**config.mk**
```make
export PLATFORM = sky130hd
export DESIGN_NAME = osk_top
export DESIGN_NICKNAME = d
export VERILOG_FILES = /design/src/hdl/osk_pkg.sv /design/src/hdl/osk_setup_store.sv /design/src/hdl/osk_top.sv
export VERILOG_INCLUDE_DIRS = /design/src /design/src/hdl
export SDC_FILE = /design/constraint.sdc
export NUM_CORES = 1
export LEC_CHECK = 0
export BUFFER_PORTS_ARGS = -buffer_cell sky130_fd_sc_hd__buf_2
export CAP_MARGIN = 20
export CORE_MARGIN = 2
export CORE_UTILIZATION = 40
export CTS_BUF_LIST = sky130_fd_sc_hd__clkbuf_8
export DETAILED_ROUTE_END_ITERATION = 8
export PLACE_DENSITY_LB_ADDON = 0.2
export SLEW_MARGIN = 15
export SYNTH_ARGS = -nofsm -noshare
export SYNTH_HDL_FRONTEND = slang
export SYNTH_SLANG_ARGS = --single-unit
```
**constraint.sdc**
```tcl
create_clock -name I_CLK -period 7.55 [get_ports I_CLK]
set_clock_uncertainty 0.15 [all_clocks]
set_input_delay 0 -clock I_CLK [delete_from_list [all_inputs] [get_ports I_CLK]]
set_output_delay 0 -clock I_CLK [all_outputs]
set_load 0.02 [all_outputs]
```
**src/hdl/osk_regs.svh**
```systemverilog
// How it works
// window mode: peak outside window sets output
// limit mode: value above limit sets output
// analog mode: value outside range sets output
// one setting picks interface and LED colour
// serial and current never carry values together
// web selected: serial and current stay silent
// auto lock after 1 to 60 idle minutes
// refresh restarts the lock interval
// permanent lock ignores every key press
// inactive lock accepts every key press
// eight setup slots; load activates one
// save overwrites existing slot; delete clears
// favourite slot loaded after reboot
// device settings stored and reloaded
// unit setting picks millimetres or inches
// limit release below hysteresis, after hold
`ifndef OSK_REGS_SVH
`define OSK_REGS_SVH
`define OSK_CLK_HZ 50000000
`define OSK_MIN_SEC 60
`define OSK_LOCK_MIN_LO 6'h01
`define OSK_LOCK_MIN_HI 6'h3c
`define OSK_ADDR_W 8
`define OSK_A_CTRL 8'h00
`define OSK_A_LIMIT 8'h04
`define OSK_A_HOLD 8'h08
`define OSK_A_ARANGE 8'h0c
`define OSK_A_WINDOW 8'h10
`define OSK_A_LOCK 8'h14
`define OSK_A_CMD 8'h18
`define OSK_A_STATUS 8'h1c
`define OSK_A_MEAS 8'h20
`define OSK_A_ACTIVE 8'h24
`define OSK_CTRL_RST 32'h00000000
`define OSK_LOCK_RST 32'h00000001
`define OSK_F_MODE 1:0
`define OSK_F_DRIVE 3:2
`define OSK_F_SEL 5:4
`define OSK_F_INCH 6
`define OSK_F_LOCK 8:7
`define OSK_F_CTRL_W 9
`define OSK_F_LO 15:0
`define OSK_F_HI 31:16
`define OSK_F_MIN 5:0
`define OSK_C_REFRESH 0
`define OSK_C_LOAD 1
`define OSK_C_SAVE 2
`define OSK_C_DELETE 3
`define OSK_C_FAV 4
`define OSK_C_CREATE 5
`define OSK_C_DEV_SAVE 6
`define OSK_C_DEV_LOAD 7
`define OSK_C_SLOT 10:8
`define OSK_RESP_OKAY 2'h0
`define OSK_RESP_SLVERR 2'h2
`endif

```
**src/hdl/osk_pkg.sv**
```systemverilog
package osk_pkg;
	typedef enum logic [1:0] {SW_OFF, SW_WINDOW, SW_ANALOG, SW_LIMIT} osk_swmode_t;
	typedef enum logic [1:0] {DRV_NPN, DRV_PNP, DRV_PUSH, DRV_PUSH_INV} osk_drive_t;
	typedef enum logic [1:0] {SEL_WEB, SEL_SERIAL, SEL_ANALOG, SEL_RSVD} osk_sel_t;
	typedef enum logic [1:0] {LK_OFF, LK_ON, LK_AUTO, LK_RSVD} osk_lock_t;
	typedef enum {ST_BOOT, ST_RUN} osk_state_t;
endpackage : osk_pkg

```
**src/hdl/osk_setup_store.sv**
```systemverilog
`timescale 1ns/1ps
// retained storage; cleared by the power-on wipe and by slot delete, not by reboot
module osk_setup_store
	import osk_pkg::*;
#(
	parameter int SLOTS = 8,
	parameter int DW = 32,
	parameter int SW = $clog2(SLOTS)
)
(
	input wire logic i_clk, // system clock
	input wire logic i_wipe, // power-on clear of retained state
	input wire logic i_create, // write slot unconditionally
	input wire logic i_save, // overwrite an existing slot
	input wire logic i_delete, // clear slot
	input wire logic i_fav, // mark slot as favourite
	input wire logic [SW-1:0] i_slot, // selected slot
	input wire logic [DW-1:0] i_wdata, // settings to store
	input wire logic i_dev_save, // store device settings
	input wire logic [DW-1:0] i_dev_wdata, // device settings to store
	output logic [SLOTS-1:0] o_valid, // slot holds a setup
	output logic [SW-1:0] o_fav, // favourite slot
	output logic [DW-1:0] o_rd_data, // contents of selected slot
	output logic [DW-1:0] o_dev_data // stored device settings
);
	logic [DW-1:0] mem_q [SLOTS];
	logic [SLOTS-1:0] valid_q;
	logic [SW-1:0] fav_q;
	logic [DW-1:0] dev_q;

	if (SLOTS < 2 || (1 << SW) < SLOTS) begin : g_chk
		$error("osk_setup_store: bad slot count");
	end

	// guarded overwrite
	always_ff @(posedge i_clk)
		if (i_create || (i_save && valid_q[i_slot]))
			mem_q[i_slot] <= i_wdata;

	// valid and clear
	always_ff @(posedge i_clk)
		if (i_wipe)
			valid_q <= '0;
		else if (i_create)
			valid_q[i_slot] <= 1'b1;
		else if (i_delete)
			valid_q[i_slot] <= 1'b0;

	// favourite mark
	always_ff @(posedge i_clk)
		if (i_wipe)
			fav_q <= '0;
		else if (i_fav)
			fav_q <= i_slot;

	// device settings
	always_ff @(posedge i_clk)
		if (i_wipe)
			dev_q <= '0;
		else if (i_dev_save)
			dev_q <= i_dev_wdata;

	assign o_valid = valid_q;
	assign o_fav = fav_q;
	assign o_rd_data = mem_q[i_slot];
	assign o_dev_data = dev_q;
endmodule : osk_setup_store

```
**src/hdl/osk_top.sv**
```systemverilog
// The register offsets and the AXI4-Lite slave port are this design's own decisions.
`timescale 1ns/1ps
`include "osk_regs.svh"
module osk_top
	import osk_pkg::*;
#(
	parameter int VW = 16,
	parameter logic [31:0] CYCLES_PER_MIN = 32'(64'(`OSK_MIN_SEC) * 64'(`OSK_CLK_HZ))
)
(
	input wire logic I_CLK, // 50 MHz system clock
	input wire logic I_RST_N, // synchronous reset, reboot
	input wire logic I_POWER_ON, // wipes retained setups
	input wire logic [`OSK_ADDR_W-1:0] AWADDR, // axi write address
	input wire logic AWVALID, // axi
	output logic AWREADY, // axi
	input wire logic [31:0] WDATA, // axi
	input wire logic [3:0] WSTRB, // axi
	input wire logic WVALID, // axi
	output logic WREADY, // axi
	output logic [1:0] BRESP, // axi
	output logic BVALID, // axi
	input wire logic BREADY, // axi
	input wire logic [`OSK_ADDR_W-1:0] ARADDR, // axi read address
	input wire logic ARVALID, // axi
	output logic ARREADY, // axi
	output logic [31:0] RDATA, // axi
	output logic [1:0] RRESP, // axi
	output logic RVALID, // axi
	input wire logic RREADY, // axi
	input wire logic [VW-1:0] I_MEAS_VALUE, // measured value
	input wire logic I_MEAS_VALID, // new value pulse
	input wire logic [VW-1:0] I_PEAK_START, // detected peak first pixel
	input wire logic [VW-1:0] I_PEAK_END, // detected peak last pixel
	input wire logic I_KEY_N, // front key pin, low pressed
	output logic O_SWITCH_OUT, // switching output level
	output logic O_SWITCH_OE, // switching output driven
	output logic [VW-1:0] O_SER_VALUE, // serial line value
	output logic O_SER_VALID, // serial line value pulse
	output logic [VW-1:0] O_CUR_VALUE, // current output value
	output logic O_CUR_VALID, // current output update pulse
	output logic [VW-1:0] O_WEB_VALUE, // web chart value
	output logic O_WEB_VALID, // web chart value pulse
	output logic O_UNIT_INCH, // web display in inches
	output logic O_LED_YELLOW, // web selected
	output logic O_LED_GREEN, // serial selected
	output logic O_LED_RED, // analog selected
	output logic O_KEY_PRESS, // accepted key press pulse
	output logic O_KEY_LOCKED, // key currently locked
	output logic [31:0] O_ACTIVE_CFG // active measurement setup
);
	localparam logic [5:0] MIN_LO = `OSK_LOCK_MIN_LO;
	localparam logic [5:0] MIN_HI = `OSK_LOCK_MIN_HI;

	if (VW < 2 || VW > 16 || CYCLES_PER_MIN < 32'h1) begin : g_chk
		$error("osk_top: unsupported parameters");
	end

	function automatic logic [31:0] merge(input logic [31:0] o, input logic [31:0] n,
		input logic [3:0] s);
		logic [31:0] r;
		r = o;
		for (int b = 0; b < 4; b++)
			if (s[b])
				r[b*8 +: 8] = n[b*8 +: 8];
		return r;
	endfunction : merge

	function automatic logic mapped(input logic [`OSK_ADDR_W-1:0] a);
		return a == `OSK_A_CTRL || a == `OSK_A_LIMIT || a == `OSK_A_HOLD ||
			a == `OSK_A_ARANGE || a == `OSK_A_WINDOW || a == `OSK_A_LOCK ||
			a == `OSK_A_CMD || a == `OSK_A_STATUS || a == `OSK_A_MEAS ||
			a == `OSK_A_ACTIVE;
	endfunction : mapped

	logic [31:0] ctrl_q, limit_q, hold_q, arange_q, window_q, lock_q, meas_q, active_q;
	logic bvalid_q, rvalid_q;
	logic [1:0] bresp_q, rresp_q;
	logic [31:0] rdata_q;
	logic wr_go, rd_go, cmd_go;
	logic [31:0] cmd;
	osk_state_t state_q;
	logic [7:0] slot_valid;
	logic [2:0] fav_slot;
	logic [31:0] slot_data, dev_data;
	logic [2:0] slot_sel;

	// axi handshakes: both write halves taken in the same cycle
	assign wr_go = AWVALID && WVALID && !bvalid_q;
	assign AWREADY = wr_go;
	assign WREADY = wr_go;
	assign rd_go = ARVALID && !rvalid_q;
	assign ARREADY = rd_go;
	assign cmd_go = wr_go && AWADDR == `OSK_A_CMD && state_q == ST_RUN;
	assign cmd = merge(32'h0, WDATA, WSTRB);

	always_ff @(posedge I_CLK)
		if (!I_RST_N)
		begin
			bvalid_q <= 1'b0;
			bresp_q <= `OSK_RESP_OKAY;
		end
		else if (wr_go)
		begin
			bvalid_q <= 1'b1;
			bresp_q <= mapped(AWADDR) ? `OSK_RESP_OKAY : `OSK_RESP_SLVERR;
		end
		else if (BREADY)
			bvalid_q <= 1'b0;

	assign BVALID = bvalid_q;
	assign BRESP = bresp_q;

	osk_swmode_t mode;
	osk_drive_t drive;
	osk_sel_t sel;
	osk_lock_t lock_mode;
	assign mode = osk_swmode_t'(ctrl_q[`OSK_F_MODE]);
	assign drive = osk_drive_t'(ctrl_q[`OSK_F_DRIVE]);
	assign sel = osk_sel_t'(ctrl_q[`OSK_F_SEL]);
	assign lock_mode = osk_lock_t'(ctrl_q[`OSK_F_LOCK]);

	// device settings reload
	always_ff @(posedge I_CLK)
		if (!I_RST_N)
			ctrl_q <= `OSK_CTRL_RST;
		else if (cmd_go && cmd[`OSK_C_DEV_LOAD])
			ctrl_q <= {23'h0, dev_data[`OSK_F_CTRL_W-1:0]};
		else if (wr_go && AWADDR == `OSK_A_CTRL)
			ctrl_q <= merge(ctrl_q, WDATA, WSTRB) & 32'h000001ff;

	always_ff @(posedge I_CLK)
		if (!I_RST_N)
		begin
			limit_q <= '0;
			hold_q <= '0;
			arange_q <= '0;
			window_q <= '0;
			lock_q <= `OSK_LOCK_RST;
			meas_q <= '0;
		end
		else if (wr_go)
			case (AWADDR)
				`OSK_A_LIMIT: limit_q <= merge(limit_q, WDATA, WSTRB);
				`OSK_A_HOLD: hold_q <= merge(hold_q, WDATA, WSTRB);
				`OSK_A_ARANGE: arange_q <= merge(arange_q, WDATA, WSTRB);
				`OSK_A_WINDOW: window_q <= merge(window_q, WDATA, WSTRB);
				`OSK_A_LOCK: lock_q <= merge(lock_q, WDATA, WSTRB) & 32'h0000003f;
				`OSK_A_MEAS: meas_q <= merge(meas_q, WDATA, WSTRB);
				default: ;
			endcase

	// eight slots, one selected per command
	assign slot_sel = state_q == ST_BOOT ? fav_slot : cmd[`OSK_C_SLOT];

	osk_setup_store #(.SLOTS(8), .DW(32)) u_store (
		.i_clk(I_CLK),
		.i_wipe(I_POWER_ON),
		.i_create(cmd_go && cmd[`OSK_C_CREATE]),
		.i_save(cmd_go && cmd[`OSK_C_SAVE]),
		.i_delete(cmd_go && cmd[`OSK_C_DELETE]),
		.i_fav(cmd_go && cmd[`OSK_C_FAV]),
		.i_slot(slot_sel),
		.i_wdata(meas_q),
		.i_dev_save(cmd_go && cmd[`OSK_C_DEV_SAVE]),
		.i_dev_wdata(ctrl_q),
		.o_valid(slot_valid),
		.o_fav(fav_slot),
		.o_rd_data(slot_data),
		.o_dev_data(dev_data)
	);

	// boot from favourite, R11 load
	always_ff @(posedge I_CLK)
		if (!I_RST_N)
		begin
			state_q <= ST_BOOT;
			active_q <= '0;
		end
		else
			case (state_q)
				ST_BOOT:
				begin
					if (slot_valid[fav_slot])
						active_q <= slot_data;
					state_q <= ST_RUN;
				end
				ST_RUN:
					if (cmd_go && cmd[`OSK_C_LOAD] && slot_valid[slot_sel])
						active_q <= slot_data;
				default: state_q <= ST_BOOT;
			endcase

	assign O_ACTIVE_CFG = active_q;

	logic [VW-1:0] val, lim, hys, rel, a_lo, a_hi, w_lo, w_hi;
	logic sw_q, lim_q, sw;
	logic [31:0] hold_cnt_q;
	assign val = I_MEAS_VALUE;
	assign lim = limit_q[VW-1:0];
	assign hys = limit_q[16 +: VW];
	assign rel = hys > lim ? '0 : lim - hys;
	assign a_lo = arange_q[VW-1:0];
	assign a_hi = arange_q[16 +: VW];
	assign w_lo = window_q[VW-1:0];
	assign w_hi = window_q[16 +: VW];

	// set above limit, R16 release with hysteresis after hold
	always_ff @(posedge I_CLK)
		if (!I_RST_N || mode != SW_LIMIT)
		begin
			lim_q <= 1'b0;
			hold_cnt_q <= '0;
		end
		else if (I_MEAS_VALID && val > lim)
		begin
			lim_q <= 1'b1;
			hold_cnt_q <= hold_q;
		end
		else
		begin
			if (hold_cnt_q != '0)
				hold_cnt_q <= hold_cnt_q - 32'h1;
			else if (I_MEAS_VALID && val < rel)
				lim_q <= 1'b0;
		end

	always_ff @(posedge I_CLK)
		if (!I_RST_N)
			sw_q <= 1'b0;
		else
			case (mode)
				// peak partly outside window
				SW_WINDOW: if (I_MEAS_VALID)
					sw_q <= I_PEAK_START < w_lo || I_PEAK_END > w_hi;
				// outside scaled analog range
				SW_ANALOG: if (I_MEAS_VALID)
					sw_q <= val < a_lo || val > a_hi;
				SW_LIMIT: sw_q <= lim_q;
				default: sw_q <= 1'b0;
			endcase

	// limit latch reaches the pin without an extra cycle
	assign sw = mode == SW_LIMIT ? lim_q : sw_q;

	// selectable output stage
	assign O_SWITCH_OE = drive == DRV_NPN || drive == DRV_PNP ? sw : 1'b1;
	assign O_SWITCH_OUT = drive == DRV_NPN ? 1'b0 : drive == DRV_PNP ? 1'b1 :
		drive == DRV_PUSH ? sw : !sw;

	logic [VW-1:0] ser_q, cur_q, web_q;
	logic ser_v_q, cur_v_q, web_v_q;
	// exclusive routing, R6 web silences both lines
	always_ff @(posedge I_CLK)
		if (!I_RST_N)
		begin
			ser_q <= '0;
			cur_q <= '0;
			web_q <= '0;
			ser_v_q <= 1'b0;
			cur_v_q <= 1'b0;
			web_v_q <= 1'b0;
		end
		else
		begin
			ser_v_q <= I_MEAS_VALID && sel == SEL_SERIAL;
			cur_v_q <= I_MEAS_VALID && sel == SEL_ANALOG;
			web_v_q <= I_MEAS_VALID && sel != SEL_SERIAL;
			if (I_MEAS_VALID)
			begin
				ser_q <= sel == SEL_SERIAL ? val : '0;
				cur_q <= sel == SEL_ANALOG ? val : '0;
				web_q <= sel != SEL_SERIAL ? val : '0;
			end
		end

	assign O_SER_VALUE = ser_q;
	assign O_SER_VALID = ser_v_q;
	assign O_CUR_VALUE = cur_q;
	assign O_CUR_VALID = cur_v_q;
	assign O_WEB_VALUE = web_q;
	assign O_WEB_VALID = web_v_q;
	// display unit
	assign O_UNIT_INCH = ctrl_q[`OSK_F_INCH];
	// status led colour
	assign O_LED_YELLOW = sel == SEL_WEB;
	assign O_LED_GREEN = sel == SEL_SERIAL;
	assign O_LED_RED = sel == SEL_ANALOG;

	logic key_s1_q, key_s2_q, key_prev_q, press, locked, auto_lk_q, refresh;
	logic [31:0] cyc_q;
	logic [5:0] min_q, interval;
	always_ff @(posedge I_CLK)
		if (!I_RST_N)
		begin
			key_s1_q <= 1'b1;
			key_s2_q <= 1'b1;
			key_prev_q <= 1'b1;
		end
		else
		begin
			key_s1_q <= I_KEY_N;
			key_s2_q <= key_s1_q;
			key_prev_q <= key_s2_q;
		end

	assign press = key_prev_q && !key_s2_q;
	assign interval = lock_q[`OSK_F_MIN] < MIN_LO ? MIN_LO :
		lock_q[`OSK_F_MIN] > MIN_HI ? MIN_HI : lock_q[`OSK_F_MIN];
	assign refresh = cmd_go && cmd[`OSK_C_REFRESH];

	// idle interval, R8 refresh restarts it
	always_ff @(posedge I_CLK)
		if (!I_RST_N || lock_mode != LK_AUTO || refresh || (press && !auto_lk_q))
		begin
			cyc_q <= '0;
			min_q <= '0;
			auto_lk_q <= 1'b0;
		end
		else if (!auto_lk_q)
		begin
			if (cyc_q >= CYCLES_PER_MIN - 32'h1)
			begin
				cyc_q <= '0;
				min_q <= min_q + 6'h1;
				if (min_q + 6'h1 >= interval)
					auto_lk_q <= 1'b1;
			end
			else
				cyc_q <= cyc_q + 32'h1;
		end

	// permanent lock, R10 never locked
	assign locked = lock_mode == LK_ON || (lock_mode == LK_AUTO && auto_lk_q);
	assign O_KEY_LOCKED = locked;

	logic press_q;
	always_ff @(posedge I_CLK)
		if (!I_RST_N)
			press_q <= 1'b0;
		else
			press_q <= press && !locked;
	assign O_KEY_PRESS = press_q;

	logic [31:0] rd_mux;
	always_comb
		case (ARADDR)
			`OSK_A_CTRL: rd_mux = ctrl_q;
			`OSK_A_LIMIT: rd_mux = limit_q;
			`OSK_A_HOLD: rd_mux = hold_q;
			`OSK_A_ARANGE: rd_mux = arange_q;
			`OSK_A_WINDOW: rd_mux = window_q;
			`OSK_A_LOCK: rd_mux = lock_q;
			`OSK_A_STATUS: rd_mux = {16'h0, fav_slot, slot_valid, 2'h0, locked, sw, lim_q};
			`OSK_A_MEAS: rd_mux = meas_q;
			`OSK_A_ACTIVE: rd_mux = active_q;
			default: rd_mux = 32'h0;
		endcase

	always_ff @(posedge I_CLK)
		if (!I_RST_N)
		begin
			rvalid_q <= 1'b0;
			rdata_q <= '0;
			rresp_q <= `OSK_RESP_OKAY;
		end
		else if (rd_go)
		begin
			rvalid_q <= 1'b1;
			rdata_q <= rd_mux;
			rresp_q <= mapped(ARADDR) ? `OSK_RESP_OKAY : `OSK_RESP_SLVERR;
		end
		else if (RREADY)
			rvalid_q <= 1'b0;

	assign RVALID = rvalid_q;
	assign RDATA = rdata_q;
	assign RRESP = rresp_q;
endmodule : osk_top

```
==> metrics.md <==
| Metric | Value |
|---|---|
| Die Area | `78800 sq um` |
| DR pass1 iterations | `6` |
| Max_cap viols | `0` |
| Final Hold Vio Count | `0` |
| Initial antenna violation count | `9` |
| Synthesis Warnings | `0` |
| Layout cells sized above 1 | `0.150` |
| Synth cell types | `80` |
| Layout Nets | `3602` |
| Slew at the pin with the worst max-slew slack | `1180 ps` |
| Detailed Route Iter0 Violations | `2568` |
| Synthesized area | `30600 sq um` |
| FILL cells | `7006` |
| Setup TNS | `0 ps` |
| # setup viols final | `0` |
| Setup CP Type | `reg -> reg` |
| Post CTS Setup Buffer Count | `0` |
| CTS Buf Count | `108` |
| RSZ-0062 raised after global routing | `no` |
| Synth-to-layout area growth | `19.3%` |
| Peak supply drop | `0.000152 V` |
| Top FF cell, synth | `dfxtp_1` |
| DRT antenna net count | `0` |
| Synth async-reset ratio | `0` |
| Relative slew slack | `0.211` |
| CP Capture Type | `flip-flop` |
| Required time of the critical path | `8070 ps` |
| PwrDens | `202 nW/um^2` |
| Fin. max-slew vios | `0` |
| Clock Pin Slew Worst Setup and Hold Paths | `60 ps` |
| Synth Register Bits | `648` |
| Highest Clock Rate | `224 MHz` |
| Hpwl dp | `74.2 mm` |
| Non-filler cells, final | `4447` |
| CTS Root Cell | `clkbuf_8` |
| Post-layout min period | `4460 ps` |
| WP data arrival | `4980 ps` |
| Sequential-to-total area share from yosys stat | `0.507` |
| Post-layout util | `0.482` |
| Status | `finished clean` |
| Vias | `26000` |
| Critical path fanouts, max | `13` |
| Post-cts sizing count | `0` |
| Worst Hold Class | `in -> reg` |
| Io pins | `242` |
| CTS tree | `done` |
| Inst Count DP | `4105` |
| Largest net degree at the start of global routing | `125` |
| Cell row count | `101` |
| PortBufs | `239` |
| P_leak | `12.8 nW` |
| EDFF count, synth | `256` |
| Worst Reg2Reg Path Length in Cells | `15` |
| Syn avg cell area | `10.1 sq um` |
| Total track usage | `0.269` |
| DRT Wirelength | `109 mm` |
| Placer Congestion | `0.940` |
| First-pass GRT wire length | `159 mm` |
| Die width | `281 microns` |
| Synth Instances | `3034` |
| Final period utilization | `0.590` |
| Chip height | `281 microns` |
| Sink Count | `648` |
| Vias in the first global route | `24900` |
| DR vias/cell | `5.84` |
| Clk buf depth | `3` |
| Drt drc | `0` |
| WL per Instance | `24.5 microns` |
| Gr ovfl total | `0` |
| CTS H-tree lvls | `3` |
| Core box area | `75800 sq um` |
| Startpoint types | `flip-flop` |
| Clk_lat worst skew | `750 ps` |
| Worst hold stages | `4` |
| Starting Density | `0.404` |
## repair_timing
action / in CTS / in global routing
endpoints found under the setup margin: 0 / 0
hold buffers: 133 / 0
hold endpoints to repair: 340 / 0
## worst max-delay path, cell delays in order, from the launching register on
cell	delay [ps]
dfxtp_1	370
inv_1	60
ha_1	220
fa_1	410
nor2b_1	180
o31ai_1	170
a211oi_1	400
nor3_1	170
o21bai_1	780
o21ai_0	260
ha_1	380
a21oi_1	70
o21ai_0	140
a211oi_1	90
or3b_2	470
nand3_1	90
## Yosys cell counts (all sizes together) (11+ instances only)
cell,number,share of area
and3,16,0.0033
o21ai,119,0.020
a222oi,11,0.0036
a32oi,18,0.0051
nand4,23,0.0047
a211oi,27,0.0066
nor3,39,0.0065
inv,112,0.014
or3,15,0.0032
dfxtp,392,0.26
mux2,17,0.0063
o22ai,37,0.0076
clkbuf,170,0.021
edfxtp,256,0.25
a221oi,49,0.014
a22oi,76,0.019
o21a,12,0.0029
a21boi,125,0.031
nor2,161,0.020
a21o,12,0.0029
buf,26,0.0044
nor2b,100,0.020
nand2,308,0.038
xor2,30,0.0086
o31ai,14,0.0034
ha,118,0.048
xnor2,39,0.011
nand3,197,0.032
a21oi,106,0.017
nand2b,22,0.0045
mux2i,164,0.054
a31oi,12,0.0025
a22o,58,0.017
and2,17,0.0035
nor4,19,0.0041
or4,13,0.0033
## area by class of cell
| type | instances | area (sq um) | area share |
|---|---|---|---|
| clock buffers | 135 | 1860 | 0.0509 |
| flip-flops and latches | 648 | 15500 | 0.425 |
| inverters | 112 | 420 | 0.0115 |
| diodes | 3 | 7.51 | 0.000205 |
| clock inverters | 68 | 457 | 0.0125 |
| well taps | 978 | 1220 | 0.0335 |
| multi-input cells | 2079 | 14100 | 0.385 |
| repair buffers | 424 | 2980 | 0.0815 |
## final timing paths
| path | start | endpoint | slack, ps |
|---|---|---|---|
| worst max-delay path | limit_q[0] | lim_q | 3090 |
| worst min-delay path | WDATA[17] | limit_q[17] | 40 |
| worst max register to register | limit_q[0] | lim_q | 3090 |
| worst min register to register | key_s1_q | key_s2_q | 270 |
## cell usage in the layout, fill, tap and decap left out, drive strengths merged, types with 125 or more instances in the layout
cell type / Yosys / final
nand2: 308 / 308
nand3: 197 / 197
dlygate4sd3: 0 / 133
buf: 26 / 291
dfxtp: 392 / 392
nor2: 161 / 161
mux2i: 164 / 164
clkbuf: 170 / 135
edfxtp: 256 / 256
inv: 112 / 137
a21boi: 125 / 125
## registers in the layout, summed over array words and instances (netlist names), 16 cells and up, named ones only
register / cells
O_ACTIVE_CFG: 32
O_CUR_VALUE: 16
O_SER_VALUE: 16
O_WEB_VALUE: 16
RDATA: 32
arange_q: 32
cyc_q: 32
hold_cnt_q: 32
hold_q: 32
limit_q: 32
meas_q: 32
u_store.mem_q: 256
window_q: 32
## metrics by stage
stage	setup slack (ps)	total power, mW	instance area [sq um]	hold slack (ps)
finish	3090	7.37	36500	36.8
global route	2790	7.60	36500	26.1
CTS	3130	7.42	36500	0.864
detailed placement	3150	4.09	32800	41.9
global placement	3230	4.09	32800	37.9
floorplan	1980	3.91	30600	-48.5
## metal layers
| metal | track usage | vias to the layer above | part of all wire |
|---|---|---|---|
| li1 | - | 11900 | - |
| met1 | 0.357 | 12800 | 0.43 |
| met2 | 0.440 | 1099 | 0.46 |
| met3 | 0.0456 | 213 | 0.075 |
| met4 | 0.102 | 6 | 0.034 |
| met5 | 0 | - | 0.00031 |
## power by group
part / switching (mW) / leakage, nW / internal [mW]
clock: 1.50 / 1.28 / 1.79
sequential: 0.00687 / 4.92 / 3.62
combinational: 0.287 / 6.54 / 0.164
## cell families (layout without fill, tap and decap cells)
kind of cell,after synthesis,count (layout),synth area share
AO/OA/AOI/OAI,728,728,0.167
XOR/XNOR,69,69,0.0200
adder cells (fa/ha/maj),119,119,0.0489
buffers and inverters,308,739,0.0389
flip-flops,648,648,0.507
multiplexers,184,184,0.0621
other,1,5,0.000122
AND/OR/NAND/NOR,977,977,0.156
(Power assumes the default switching activity.)
